==> src/cts_pkg.sv <==
package cts_pkg;
  // ----------------------------------------
  // Bus levels
  // ----------------------------------------
  localparam logic LVL_DOMINANT  = 1'b0;
  localparam logic LVL_RECESSIVE = 1'b1;

  // ----------------------------------------
  // Timing
  // ----------------------------------------
  localparam int CLK_HZ          = 40_000_000;
  localparam int BIT_RATE_MAX    = 1_000_000;
  localparam int BIT_CYCLES      = CLK_HZ / BIT_RATE_MAX;
  localparam int DOM_TIMEOUT_US  = 1000;
  localparam int BUS_TIMEOUT_US  = 1000;
  localparam int DOM_TIMEOUT_CYC = DOM_TIMEOUT_US * (CLK_HZ / 1_000_000);
  localparam int BUS_TIMEOUT_CYC = BUS_TIMEOUT_US * (CLK_HZ / 1_000_000);
  localparam int ECHO_WAIT_CYC   = BIT_CYCLES;
  localparam int FOLLOW_FAILS    = 4;

  // ----------------------------------------
  // Reset values
  // ----------------------------------------
  localparam logic [2:0] FAIL_CNT_RST = 3'h0;

  // ----------------------------------------
  // Echo checker states
  // ----------------------------------------
  typedef enum logic [1:0] {
    CTS_IDLE = 2'b00,
    CTS_WAIT = 2'b01,
    CTS_HOLD = 2'b11
  } cts_echo_t;
endpackage : cts_pkg

==> src/cts_supervisor.sv <==
`timescale 1ns/100ps
module cts_supervisor
  import cts_pkg::*;
#(
  parameter int DOM_CYC  = cts_pkg::DOM_TIMEOUT_CYC,
  parameter int BUS_CYC  = cts_pkg::BUS_TIMEOUT_CYC,
  parameter int ECHO_CYC = cts_pkg::ECHO_WAIT_CYC
) (
  // Clock and reset
  input  wire logic core_clk,
  input  wire logic rst_b,
  // Controller side
  input  wire logic ctl_tx,
  output logic      ctl_rx,
  // Bus driver and receiver
  input  wire logic bus_rx,
  output logic      bus_tx,
  // Fault control
  input  wire logic fault_handling_disable,
  input  wire logic clear_dom_timeout,
  input  wire logic clear_perm_recessive,
  input  wire logic clear_perm_dominant,
  input  wire logic clear_echo_fail,
  // Fault status
  output logic      fault_any,
  output logic      fault_dom_timeout,
  output logic      fault_perm_recessive,
  output logic      fault_perm_dominant,
  output logic      fault_echo_fail
);
  import cts_pkg::*;

  // ----------------------------------------
  // Input synchronisers
  // ----------------------------------------
  logic [1:0] tx_sync;
  logic [1:0] rx_sync;
  logic       tx_s;
  logic       rx_s;
  logic       tx_prev;
  logic       tx_fall;

  // Two stages only; about two cycles of lag, far below a 1 Mbit/s bit
  always_ff @(posedge core_clk) begin
    if (!rst_b) begin
      tx_sync <= {2{LVL_RECESSIVE}};
      rx_sync <= {2{LVL_RECESSIVE}};
      tx_prev <= LVL_RECESSIVE;
    end else begin
      tx_sync <= {tx_sync[0], ctl_tx};
      rx_sync <= {rx_sync[0], bus_rx};
      tx_prev <= tx_s;
    end
  end

  assign tx_s    = tx_sync[1];
  assign rx_s    = rx_sync[1];
  assign tx_fall = (tx_prev == LVL_RECESSIVE) && (tx_s == LVL_DOMINANT);

  // ----------------------------------------
  // Counter helper
  // ----------------------------------------
  function automatic logic [31:0] sat_inc(input logic [31:0] v, input int lim);
    sat_inc = (v >= 32'(lim)) ? v : v + 32'h1;
  endfunction

  logic tx_off;
  assign tx_off = fault_dom_timeout | fault_perm_recessive | fault_echo_fail;

  // ----------------------------------------
  // Dominant transmit timeout
  // ----------------------------------------
  logic [31:0] dom_cnt;

  always_ff @(posedge core_clk) begin
    if (!rst_b || tx_s == LVL_RECESSIVE) begin
      dom_cnt <= 32'h0;
    end else begin
      dom_cnt <= sat_inc(dom_cnt, DOM_CYC);
    end
  end

  always_ff @(posedge core_clk) begin
    if (!rst_b) begin
      fault_dom_timeout <= 1'b0;
    end else if (!fault_handling_disable && dom_cnt >= 32'(DOM_CYC)) begin
      fault_dom_timeout <= 1'b1;
    end else if (clear_dom_timeout) begin
      fault_dom_timeout <= 1'b0;
    end
  end

  // ----------------------------------------
  // Permanent dominant bus
  // ----------------------------------------
  logic [31:0] bus_cnt;

  always_ff @(posedge core_clk) begin
    if (!rst_b || rx_s == LVL_RECESSIVE) begin
      bus_cnt <= 32'h0;
    end else begin
      bus_cnt <= sat_inc(bus_cnt, BUS_CYC);
    end
  end

  // Does not feed tx_off: transmitter stays on
  always_ff @(posedge core_clk) begin
    if (!rst_b) begin
      fault_perm_dominant <= 1'b0;
    end else if (!fault_handling_disable && bus_cnt >= 32'(BUS_CYC)) begin
      fault_perm_dominant <= 1'b1;
    end else if (clear_perm_dominant) begin
      fault_perm_dominant <= 1'b0;
    end
  end

  // ----------------------------------------
  // Follow checks on a dominant transmit edge taken while idle and not blocked
  // ----------------------------------------
  cts_echo_t   echo_st;
  logic [31:0] echo_cnt;
  logic        bus_seen;
  logic        echo_seen;
  logic [2:0]  bus_fails;
  logic [2:0]  echo_fails;
  logic        win_end;

  // Bus follow is judged on the receiver, echo on what reaches the controller
  assign win_end = (echo_st == CTS_WAIT) && (echo_cnt >= 32'(ECHO_CYC));

  // Trips on the fourth failure itself, or on a count left full while disabled;
  // a clear beats only the stale count, so one clear pulse rearms the path
  function automatic logic follow_trip(input logic ev, input logic [2:0] n, input logic clr);
    follow_trip = (ev && n == 3'(FOLLOW_FAILS - 1)) || (n >= 3'(FOLLOW_FAILS) && !clr);
  endfunction

  logic bus_fail_ev;
  logic echo_fail_ev;
  logic bus_trip;
  logic echo_trip;

  // Window closed with no dominant seen
  assign bus_fail_ev  = win_end && !bus_seen && rx_s != LVL_DOMINANT;
  assign echo_fail_ev = win_end && !echo_seen && ctl_rx != LVL_DOMINANT;
  assign bus_trip     = follow_trip(bus_fail_ev, bus_fails, clear_perm_recessive);
  assign echo_trip    = follow_trip(echo_fail_ev, echo_fails, clear_echo_fail);

  always_ff @(posedge core_clk) begin
    if (!rst_b) begin
      echo_st   <= CTS_IDLE;
      echo_cnt  <= 32'h0;
      bus_seen  <= 1'b0;
      echo_seen <= 1'b0;
    end else begin
      case (echo_st)
        CTS_IDLE: begin
          if (tx_fall && !tx_off) begin
            echo_st   <= CTS_WAIT;
            echo_cnt  <= 32'h0;
            bus_seen  <= 1'b0;
            echo_seen <= 1'b0;
          end
        end
        CTS_WAIT: begin
          echo_cnt <= sat_inc(echo_cnt, ECHO_CYC);
          if (rx_s == LVL_DOMINANT) begin
            bus_seen <= 1'b1;
          end
          if (ctl_rx == LVL_DOMINANT) begin
            echo_seen <= 1'b1;
          end
          if (win_end) begin
            echo_st <= CTS_HOLD;
          end
        end
        CTS_HOLD: begin
          if (tx_s == LVL_RECESSIVE) begin
            echo_st <= CTS_IDLE;
          end
        end
        default: begin
          echo_st <= CTS_IDLE;
        end
      endcase
    end
  end

  always_ff @(posedge core_clk) begin
    if (!rst_b || clear_perm_recessive) begin
      bus_fails <= FAIL_CNT_RST;
    end else if (bus_fail_ev && bus_fails < 3'(FOLLOW_FAILS)) begin
      bus_fails <= bus_fails + 3'h1;
    end
  end

  always_ff @(posedge core_clk) begin
    if (!rst_b || clear_echo_fail) begin
      echo_fails <= FAIL_CNT_RST;
    end else if (echo_fail_ev && echo_fails < 3'(FOLLOW_FAILS)) begin
      echo_fails <= echo_fails + 3'h1;
    end
  end

  always_ff @(posedge core_clk) begin
    if (!rst_b) begin
      fault_perm_recessive <= 1'b0;
      fault_echo_fail      <= 1'b0;
    end else begin
      if (!fault_handling_disable && bus_trip) begin
        fault_perm_recessive <= 1'b1;
      end else if (clear_perm_recessive) begin
        fault_perm_recessive <= 1'b0;
      end
      if (!fault_handling_disable && echo_trip) begin
        fault_echo_fail <= 1'b1;
      end else if (clear_echo_fail) begin
        fault_echo_fail <= 1'b0;
      end
    end
  end

  // ----------------------------------------
  // Data paths and common flag
  // ----------------------------------------
  // Registered paths add a few 25 ns cycles, small against a 1 us bit
  always_ff @(posedge core_clk) begin
    if (!rst_b) begin
      bus_tx    <= LVL_RECESSIVE;
      ctl_rx    <= LVL_RECESSIVE;
      fault_any <= 1'b0;
    end else begin
      bus_tx    <= tx_off ? LVL_RECESSIVE : tx_s;
      ctl_rx    <= rx_s;
      fault_any <= tx_off | fault_perm_dominant;
    end
  end
endmodule // cts_supervisor

==> config.mk <==
export PLATFORM = sky130hd
export DESIGN_NAME = cts_supervisor
export DESIGN_NICKNAME = d
export VERILOG_FILES = /design/src/cts_pkg.sv /design/src/cts_supervisor.sv
export SDC_FILE = /design/constraint.sdc
export NUM_CORES = 1
export LEC_CHECK = 0
export BUFFER_PORTS_ARGS = -buffer_cell sky130_fd_sc_hd__buf_2
export CAP_MARGIN = 20
export CORE_MARGIN = 2
export CORE_UTILIZATION = 60
export CTS_BUF_LIST = sky130_fd_sc_hd__clkbuf_4
export CTS_CLUSTER_SIZE = 28
export DETAILED_ROUTE_END_ITERATION = 10
export PLACE_DENSITY = 0.83
export SLEW_MARGIN = 20
export SYNTH_ARGS = -nofsm -noshare
export SYNTH_HDL_FRONTEND = slang
export SYNTH_SLANG_ARGS = --single-unit
==> constraint.sdc <==
create_clock -name core_clk -period 5.82 [get_ports core_clk]
set_clock_uncertainty 0.1 [all_clocks]
set_input_delay 0 -clock core_clk [delete_from_list [all_inputs] [get_ports core_clk]]
set_output_delay 0 -clock core_clk [all_outputs]
set_load 0.02 [all_outputs]
==> results of run 1 <==
==> stage by stage <==
stage               setup WS (ns)  utilization, %  total power [mW]  hold slack, ns  instances
finish                       2.52            70.9              1.42           0.257        619
floorplan                    3.68               -             0.849         0.00147        470
CTS                          2.61            70.9              1.43           0.256        619
global route                 2.41            70.9              1.47           0.279        619
global placement             3.58            64.7             0.857          0.0842        570
detailed placement           3.45            64.7             0.858          0.0867        570
==> worst paths after layout <==
check	from	endpoint	slack, ns	depth (start not counted)
min reg2reg	tx_sync[0]$_SDFF_PN1_	tx_sync[1]$_SDFF_PN1_	0.33	1
max reg2reg	bus_cnt[6]$_SDFFE_PP0P_	fault_perm_dominant$_SDFFE_PN0P_	2.52	7
min	clear_perm_recessive	bus_fails[0]$_SDFFE_PP0P_	0.26	5
max	bus_cnt[6]$_SDFFE_PP0P_	fault_perm_dominant$_SDFFE_PN0P_	2.52	7
==> power by group through the flow <==
stage	Combinational, mW	Sequential, mW	Clock [mW]
floorplan	0.0183	0.831	0
global placement	0.0258	0.831	0
detailed placement	0.0268	0.832	0
CTS	0.0331	0.813	0.589
global route	0.0379	0.814	0.623
finish	0.0339	0.813	0.577
==> synth_stat cells, drive strengths merged (4+ instances only) <==
cell     count  area share, %
mux2i       12            2.6
ha          10            2.7
dfxtp      118             51
and2        62            8.4
clkbuf      14            1.1
a21oi        8           0.87
a31oi        5           0.68
o21ai        6           0.65
nor2        32            2.6
a2111oi      7            1.3
nand3       15            1.6
nand2       40            3.3
and3         8            1.1
o21a         6           0.98
nor3         4           0.44
nor4        22            4.2
a41o         4           0.87
a31o         5           0.95
nand2b      16            2.2
nor2b        5           0.68
inv         19            1.6
nand4        8            1.1
xnor2       13            2.5
==> repair_timing <==
action | CTS | global route
hold buffers | 17 | 0
setup buffers | 0 | 0
endpoints found under the hold margin | 21 | 0
==> cells by family (layout without fill, tap and decap cells) <==
logic type | Yosys count | count (layout) | synth area share [%]
flip-flops | 118 | 118 | 51.4
AO/OA/AOI/OAI | 57 | 57 | 9.56
adder cells (fa/ha/maj) | 10 | 10 | 2.72
XOR/XNOR | 14 | 14 | 2.67
multiplexers | 12 | 12 | 2.61
buffers and inverters | 36 | 86 | 3.16
AND/OR/NAND/NOR | 223 | 223 | 27.9
==> metal layers <==
layer / vias to the layer above / wire, um
met5: - / 0
met4: 0 / 120
met3: 15 / 330
met2: 64 / 4160
met1: 1619 / 4000
li1: 1707 / -
==> worst min-delay path, delay by kind of cell <==
kind	cells	cell delay [ns]
buf+inv	2	0.63
mux	1	0.07
simple gates	2	0.13
==> state kept, by name, indices dropped and copies added, names as in the netlist <==
register              cells
fault_dom_timeout         1
tx_sync                   2
echo_seen                 1
bus_tx                    1
bus_seen                  1
tx_prev                   1
echo_cnt                 32
fault_perm_dominant       1
ctl_rx                    1
dom_cnt                  32
fault_any                 1
bus_cnt                  32
rx_sync                   2
bus_fails                 3
echo_st                   2
fault_perm_recessive      1
echo_fails                3
fault_echo_fail           1
==> area by class of cell <==
class                      count  area (um2)
clock buffer                  17         128
clock inverter                15         156
fill                         529        2130
inverter                      19        71.3
multi-input combinational    316        2090
sequential                   118        2360
tap                           99         124
timing repair buffer          35         268
==> results.ini, run 1 <==
[timing]
fin_crit_ns = 3.30
finalHoldViolCount = 0
fin_tns_setup_ns = 0
relSlewSlack_pct = 27.6
period_share_pct = 56.7
setup_violations = 0
rsz0062_at_grt = false
timing.fmax_mhz = 303
slew_violations = 0
tightest_slew_ns = 1.06

[grt]
grt-ovfl-total = 0
grt-busiest-layer = met2
grt_pass1_vias = 3245
met1_usage_pct = 27.4
grt_use_met2_pct = 35.8
grt_util_all_layers_pct = 22.2
antenna_found_initial = 0
grt_max_degree = 36
grt_use_met3_pct = 7.22
grt_pass1_wl_um = 14800

[worst_setup_path]
critPathRequiredTime_ns = 6.13
cpPeakStageDelay_ns = 0.60
crit_type = flip-flop to flip-flop
critPathMostFrequentCell = dlygate4sd3_1
cp_top_family = simple AND/OR/NAND/NOR gates
endpoint_kind = flip-flop
worstPathArrival_ns = 3.61
path_max_fanout = 7
slowest_stage = dlygate4sd3_1
startpoint_type = flip-flop
crit_chain = or4_1 > and3_1 > nor3_1 > o22ai_1 > dlygate4sd3_1 > and2_1 > dlygate4sd3_1
cp.buffers_inverters = 2

[clock_tree]
clk-insertion-delay-late_ns = 0.52
clk_pin_slew_ns = 0.11
cts.sinks = 118
cts_tree = done
cts-root-buf = clkbuf_4
cts_buffers = 17
cts.htree.levels = 4
cts-resized-gates = 0
ctsLongestPathBuffers = 2

[worst_hold_path]
hp-class = primary input to flip-flop

[pwr]
seqPwrFrac_pct = 57.1
p_leak_nw = 2.12
power_frac_clock_pct = 40.5
vdd_ir_drop_max_mv = 0.183
netSwitchingPower_mw = 0.345
powerDensity_mw_per_mm2 = 274
switching_share_pct = 24.2
pwr-share-comb_pct = 2.4
p_int_mw = 1.08

[cells_and_area]
final_nets = 526
antenna_cells = 0
postLayoutCellArea_mm2 = 0.00520
syn_to_final_growth_pct = 13.1
layout_commonest_cell = dfxtp_1
mostFrequentLayoutCells = dfxtp_1 (118), and2_1 (62), nand2_1 (40), nor2_1 (32), inv_1 (19)
drive_gt1_share_pct = 12.1

[synth]
synth_cells = 470
syn_avg_cell_area_um2 = 9.78
ys.flop_type = dfxtp_1
synth_edf_count = 0
ys_ff_latch = 118
syn-cell-area_mm2 = 0.00459
synthArstFlopShare_pct = 0
yosysSeqAreaShare_pct = 51.4
synth.net_count = 489
synth_cell_types = 50
yosys_warnings = 0

[routing]
drc = 0
drtIter0Drc = 153
wl_per_cell_um = 13.9
drt-total-wl_um = 8610
via_per_inst = 5.50
firstDrtPassIters = 5
vias = 3405
antenna_left = 0

[floorplan]
fp.dieW_um = 91.5
fp.dieArea_mm2 = 0.00837
rows = 31
start_util_pct = 62.7
die_h_um = 91.5
io_pins = 16
core_mm2 = 0.00733

[run]
drv_cap = 0

[place]
numPortBuffers = 15
place_area_mm2 = 0.00474
routabilityCongestion = 0.830
detailed_place_hpwl_um = 5480

[run_status]
outcome = complete, no violations

Note: power is estimated with default switching activity, not from simulation.
==> run 2, diff against run 1 <==
--- a/config.mk
+++ b/config.mk
@@ -5,14 +5,15 @@
 export SDC_FILE = /design/constraint.sdc
 export NUM_CORES = 1
 export LEC_CHECK = 0
+export ABC_AREA = 1
 export BUFFER_PORTS_ARGS = -buffer_cell sky130_fd_sc_hd__buf_2
 export CAP_MARGIN = 20
 export CORE_MARGIN = 2
-export CORE_UTILIZATION = 60
+export CORE_UTILIZATION = 58
 export CTS_BUF_LIST = sky130_fd_sc_hd__clkbuf_4
 export CTS_CLUSTER_SIZE = 28
 export DETAILED_ROUTE_END_ITERATION = 10
-export PLACE_DENSITY = 0.83
+export PLACE_DENSITY = 0.84
 export SLEW_MARGIN = 20
 export SYNTH_ARGS = -nofsm -noshare
 export SYNTH_HDL_FRONTEND = slang
==> constraint.sdc (replaced) <==
create_clock -name core_clk -period 2.8 [get_ports core_clk]
set_clock_uncertainty 0.1 [all_clocks]
set_input_delay 0 -clock core_clk [delete_from_list [all_inputs] [get_ports core_clk]]
set_output_delay 0 -clock core_clk [all_outputs]
set_load 0.02 [all_outputs]
==> run 2 against run 1 <==
  * Clock-buffer cell count rose by 2
  * Wire length rose by 15%
  * Global-route usage fell by 1.1 points
  * Cell count rose by 34%
  * Sequential cell count did not move
  * Largest cell class unchanged
  * Highest routed layer unchanged
==> results.ini, run 2 <==
[timing]
tightest_slew_ns = 1.01
fin_crit_ns = 2.14
finalHoldViolCount = 0
fin_tns_setup_ns = 0
period_share_pct = 76.4
timing.fmax_mhz = 468
slew_violations = 0
rsz0062_at_grt = false
relSlewSlack_pct = 32.7
setup_violations = 0

[pwr]
powerDensity_mw_per_mm2 = 502
p_leak_nw = 2.27
vdd_ir_drop_max_mv = 0.281

[synth]
yosysSeqAreaShare_pct = 45.3
synth.area.top_cells = dfxtp_1 (45%), nand2_1 (9.0%), nor2_1 (7.4%), inv_1 (7.3%), nand3_1 (4.4%)
yosysMostFrequentCell = nand2_1
synthArstFlopShare_pct = 0
synth_cells = 683
ys_ff_latch = 118
synth.net_count = 702
netlist_top_cells_count = nand2_1 (125), dfxtp_1 (118), nor2_1 (103)
synth_top_area_share_pct = 45.3
post-synth-top-area-cell = dfxtp_1
syn-cell-area_mm2 = 0.00522
synth_edf_count = 0
syn_avg_cell_area_um2 = 7.64
ys.flop_type = dfxtp_1
yosys_warnings = 0
synth_cell_types = 39

[worst_setup_path]
rrSetupSlack_ns = 0.66
cpPeakStageDelay_ns = 0.57
startpoint_type = flip-flop
cp_top_family = buffers and inverters
endpoint_kind = flip-flop
worstPathArrival_ns = 2.49
path_max_fanout = 16
critPathMostFrequentCell = nand2_2
critPathRequiredTime_ns = 3.15
crit_type = flip-flop to flip-flop
crit_chain = nand2_2 > nor2_2 > nand2_1 > nand2_2 > nand2_4 > nand2_8 > clkinv_2 > o22ai_1 > dlygate4sd3_1
slowest_stage = dlygate4sd3_1
cp.buffers_inverters = 2

[grt]
grt_pass1_wl_um = 16900
grt-ovfl-total = 0
antenna_found_initial = 0
grt_pass1_vias = 4047
grt_max_degree = 34
grt_util_all_layers_pct = 21.1

[clock_tree]
cts_buffers = 17
cts_tree = done
cts.sinks = 118
ctsLongestPathBuffers = 2
cts-root-buf = clkbuf_4
post_cts_buffers = 0
cts.htree.levels = 4
clk_pin_slew_ns = 0.10
clk-insertion-delay-late_ns = 0.51

[run]
drv_cap = 0

[floorplan]
fp.dieArea_mm2 = 0.00977
io_pins = 16
core_mm2 = 0.00872
fp.dieW_um = 98.8
die_h_um = 98.8
rows = 34
start_util_pct = 59.8

[run_status]
outcome = complete, no violations

[cells_and_area]
stdcell_count = 832
final_nets = 734
largestRegisters = bus_cnt x32, dom_cnt x32, echo_cnt x32
mostFrequentLayoutCells = nand2_1 (125), dfxtp_1 (118), nor2_1 (103), inv_1 (101), nand3_1 (46)
num-fill-cells = 719
layout_commonest_cell = nand2_1
drive_gt1_share_pct = 14.5
syn_to_final_growth_pct = 8.95
antenna_cells = 0

[place]
routabilityCongestion = 0.873
detailed_place_hpwl_um = 6700
dp.cells = 792
numPortBuffers = 15

[routing]
firstDrtPassIters = 5
wl_per_cell_um = 11.9
vias = 4253
drtIter0Drc = 187
drt-total-wl_um = 9900
antenna_left = 0
via_per_inst = 5.11
drc = 0

[worst_hold_path]
hp-class = primary input to flip-flop

## run 2: where the power goes
group	internal [mW]	switching, mW	leakage (nW)	total, mW
Sequential	1.68	0.00479	0.952	1.69
Clock	0.512	0.564	0.131	1.08
Combinational	0.0282	0.0580	1.19	0.0862
## run 2: what timing repair did
| item | CTS | global route |
|---|---|---|
| endpoints found under the hold margin | 53 | 0 |
| resized for setup | 0 | 0 |
| hold buffers | 12 | 0 |
## run 2: cells by family (layout without fill, tap and decap cells)
family                   count (synthesis)  in the layout  share of synthesized area [%]
buffers and inverters                  123            164                           9.88
flip-flops                             118            118                           45.3
XOR/XNOR                                19             19                           3.19
AO/OA/AOI/OAI                           52             52                           6.12
AND/OR/NAND/NOR                        361            361                           33.1
adder cells (fa/ha/maj)                 10             10                           2.40
## run 2: area by class of cell
cell class | count | area [um2] | share of cell area, %
Clock inverter | 9 | 88.8 | 1.56
Timing Repair Buffer | 29 | 210 | 3.70
Tap cell | 108 | 135 | 2.38
Sequential cell | 118 | 2360 | 41.6
Clock buffer | 19 | 143 | 2.51
Multi-Input combinational cell | 442 | 2340 | 41.1
Inverter | 107 | 405 | 7.13
## run 2: worst min-delay path, cell delays in order
cell and delay, ns:
dlygate4sd3_1 0.52, buf_2 0.11, nor2_1 0.06, nand2_1 0.06, nor2_1 0.03
## run 2: layer usage
layer	wire length, um	track usage [%]
met1	4430	23.9
met2	4910	37.1
met3	420	6.45
met4	145	7.90
met5	0	0
## run 2: path summary, 6_finish.rpt
| check | startpoint | to | cells past startpoint |
|---|---|---|---|
| max reg2reg | bus_cnt[10]$_SDFFE_PP0P_ | fault_perm_dominant$_SDFFE_PN0P_ | 9 |
| min | clear_perm_recessive | bus_fails[0]$_SDFFE_PP0P_ | 5 |
| max | bus_cnt[10]$_SDFFE_PP0P_ | fault_perm_dominant$_SDFFE_PN0P_ | 9 |
| min reg2reg | rx_sync[0]$_SDFF_PN1_ | rx_sync[1]$_SDFF_PN1_ | 1 |
## run 2: metrics by stage
stage	setup slack [ns]	total power, mW	utilization (%)	area (um2)	hold WS, ns
3_3_place_gp	1.14	1.80	61.1	5330	0.0912
3_5_place_dp	1.07	1.80	61.1	5330	0.0956
4_1_cts	0.699	2.87	65.2	5680	0.167
5_1_grt	0.554	2.96	65.2	5680	0.210
6_report	0.661	2.85	65.2	5680	0.206
2_1_floorplan	1.37	1.79	-	5220	0.00357
==> run 3, diff against run 2 <==
--- a/config.mk
+++ b/config.mk
@@ -5,15 +5,15 @@
 export SDC_FILE = /design/constraint.sdc
 export NUM_CORES = 1
 export LEC_CHECK = 0
-export ABC_AREA = 1
+export ABC_AREA = 0
 export BUFFER_PORTS_ARGS = -buffer_cell sky130_fd_sc_hd__buf_2
 export CAP_MARGIN = 20
 export CORE_MARGIN = 2
-export CORE_UTILIZATION = 58
+export CORE_UTILIZATION = 60
 export CTS_BUF_LIST = sky130_fd_sc_hd__clkbuf_4
 export CTS_CLUSTER_SIZE = 28
 export DETAILED_ROUTE_END_ITERATION = 10
-export PLACE_DENSITY = 0.84
+export PLACE_DENSITY = 0.83
 export SLEW_MARGIN = 20
 export SYNTH_ARGS = -nofsm -noshare
 export SYNTH_HDL_FRONTEND = slang
==> constraint.sdc (replaced) <==
create_clock -name core_clk -period 2 [get_ports core_clk]
set_clock_uncertainty 0.1 [all_clocks]
set_input_delay 0 -clock core_clk [delete_from_list [all_inputs] [get_ports core_clk]]
set_output_delay 0 -clock core_clk [all_outputs]
set_load 0.02 [all_outputs]
==> run 3 against run 2 <==
  * Clock power is 64% higher
  * Critical path type unchanged
  * Total power rose by 49%
  * Sequential cell count is the same
  * Global-route usage grew 2.4 points
  * Non-clock buffer count rose by 32
  * Worst hold slack better by 0.046 ns
  * Largest cell class unchanged
  * The run now ends with negative setup slack left
==> results.ini, run 3 (synthesized netlist as in run 1, its figures left out) <==
[clock_tree]
cts.sinks = 118
clk_pin_slew_ns = 0.11
clk-insertion-delay-late_ns = 0.51
cts-root-buf = clkbuf_4
ctsLongestPathBuffers = 2
cts_buffers = 17
cts_tree = done
cts.htree.levels = 4

[cells_and_area]
postLayoutCellArea_mm2 = 0.00557
antenna_cells = 0
final_nets = 552
layout_commonest_cell = dfxtp_1
final_util_pct = 76.0
largestRegisters = bus_cnt x32, dom_cnt x32, echo_cnt x32
num-fill-cells = 485
syn_to_final_growth_pct = 21.3
mostFrequentLayoutCells = dfxtp_1 (112), and2_1 (62), nand2_1 (40), buf_4 (33), nor2_1 (32)
drive_gt1_share_pct = 21.8
stdcell_count = 645

[pwr]
powerDensity_mw_per_mm2 = 761
power_mw = 4.24
vdd_ir_drop_max_mv = 0.992
p_leak_nw = 2.32

[routing]
firstDrtPassIters = 5
antenna_left = 0
drt-total-wl_um = 9580
wl_per_cell_um = 14.8
vias = 3566
drc = 0
via_per_inst = 5.53
drtIter0Drc = 208

[timing]
slew_violations = 0
setup_violations = 2
relSlewSlack_pct = 65.0
hold_slack_ns = 0.251
fin_crit_ns = 2.02
fin_ws_ns = -0.0229
period_share_pct = 101
fin_tns_setup_ns = -0.0241
rsz0062_at_grt = true
tightest_slew_ns = 0.512
timing.fmax_mhz = 494
finalHoldViolCount = 0

[grt]
grt-ovfl-total = 0
grt_max_degree = 30
grt_pass1_vias = 3464
antenna_found_initial = 0
grt_pass1_wl_um = 15800
grt_util_all_layers_pct = 23.4

[floorplan]
io_pins = 16
core_mm2 = 0.00733
fp.dieW_um = 91.5
die_h_um = 91.5
fp.dieArea_mm2 = 0.00837
rows = 31
start_util_pct = 62.7

[place]
place_area_mm2 = 0.00498
pre_cts_slack_ns = -0.142
dp.cells = 598
numPortBuffers = 15
detailed_place_hpwl_um = 5880
routabilityCongestion = 0.799

[worst_setup_path]
worstPathArrival_ns = 2.35
crit_type = flip-flop to flip-flop
endpoint_kind = flip-flop
cp_top_family = simple AND/OR/NAND/NOR gates
path_max_fanout = 7
critPathRequiredTime_ns = 2.33
crit_chain = nor4_4 > o311ai_4 > or4b_4 > nor4b_4 > mux2i_1
startpoint_type = flip-flop
cpPeakStageDelay_ns = 0.60
cp.buffers_inverters = 0
slowest_stage = or4b_4

[run_status]
violations = negative setup slack
outcome = complete, but fails checks

[run]
drv_cap = 0

[worst_hold_path]
hp-class = primary input to flip-flop

## run 3: repair_timing
item | in CTS | in global routing
hold buffers | 12 | 0
resized for setup | 14 | 16
setup buffers | 0 | 3
hold endpoints to repair | 21 | 0
endpoints found under the setup margin | 20 | 28
pin swaps | 3 | 5
## run 3: layout make-up
cell class	instances	area (um2)	share of cell area (%)
clock buffers	17	128	2.29
clock inverters	15	173	3.10
inverters	19	71.3	1.28
multi-input cells	316	2250	40.4
flip-flops and latches	118	2370	42.5
well taps	99	124	2.22
repair buffers	61	454	8.15
## run 3: tightest hold or removal path: cells and delay by family
kind,cells,cell delay (ns)
buffers and inverters,2,0.62
AND/OR/NAND/NOR,1,0.14
AO/OA/AOI/OAI,1,0.06
## run 3: worst paths after layout
| check | startpoint | to | slack [ns] | cells past startpoint |
|---|---|---|---|---|
| worst max-delay path | dom_cnt[9]$_SDFFE_PP0P_ | dom_cnt[13]$_SDFFE_PP0P_ | -0.02 | 5 |
| worst min-delay path | clear_dom_timeout | fault_dom_timeout$_SDFFE_PN0P_ | 0.25 | 4 |
| worst max register to register | dom_cnt[9]$_SDFFE_PP0P_ | dom_cnt[13]$_SDFFE_PP0P_ | -0.02 | 5 |
| worst min register to register | rx_sync[0]$_SDFF_PN1_ | rx_sync[1]$_SDFF_PN1_ | 0.33 | 1 |
## run 3: where the power goes
group	switching [mW]	internal [mW]	total, mW
clock network	0.992	0.773	1.77
logic	0.0642	0.0466	0.111
registers	0.00608	2.36	2.36
total	1.06	3.18	4.24
## run 3: per-layer routing
layer  up-vias  part of all wire, %  track usage, %
li1       1770                    -               -
met1      1703                   44            28.8
met2        71                   50            39.5
met3        22                  3.6            6.89
met4         0                  2.2            7.32
met5         -                    0               0
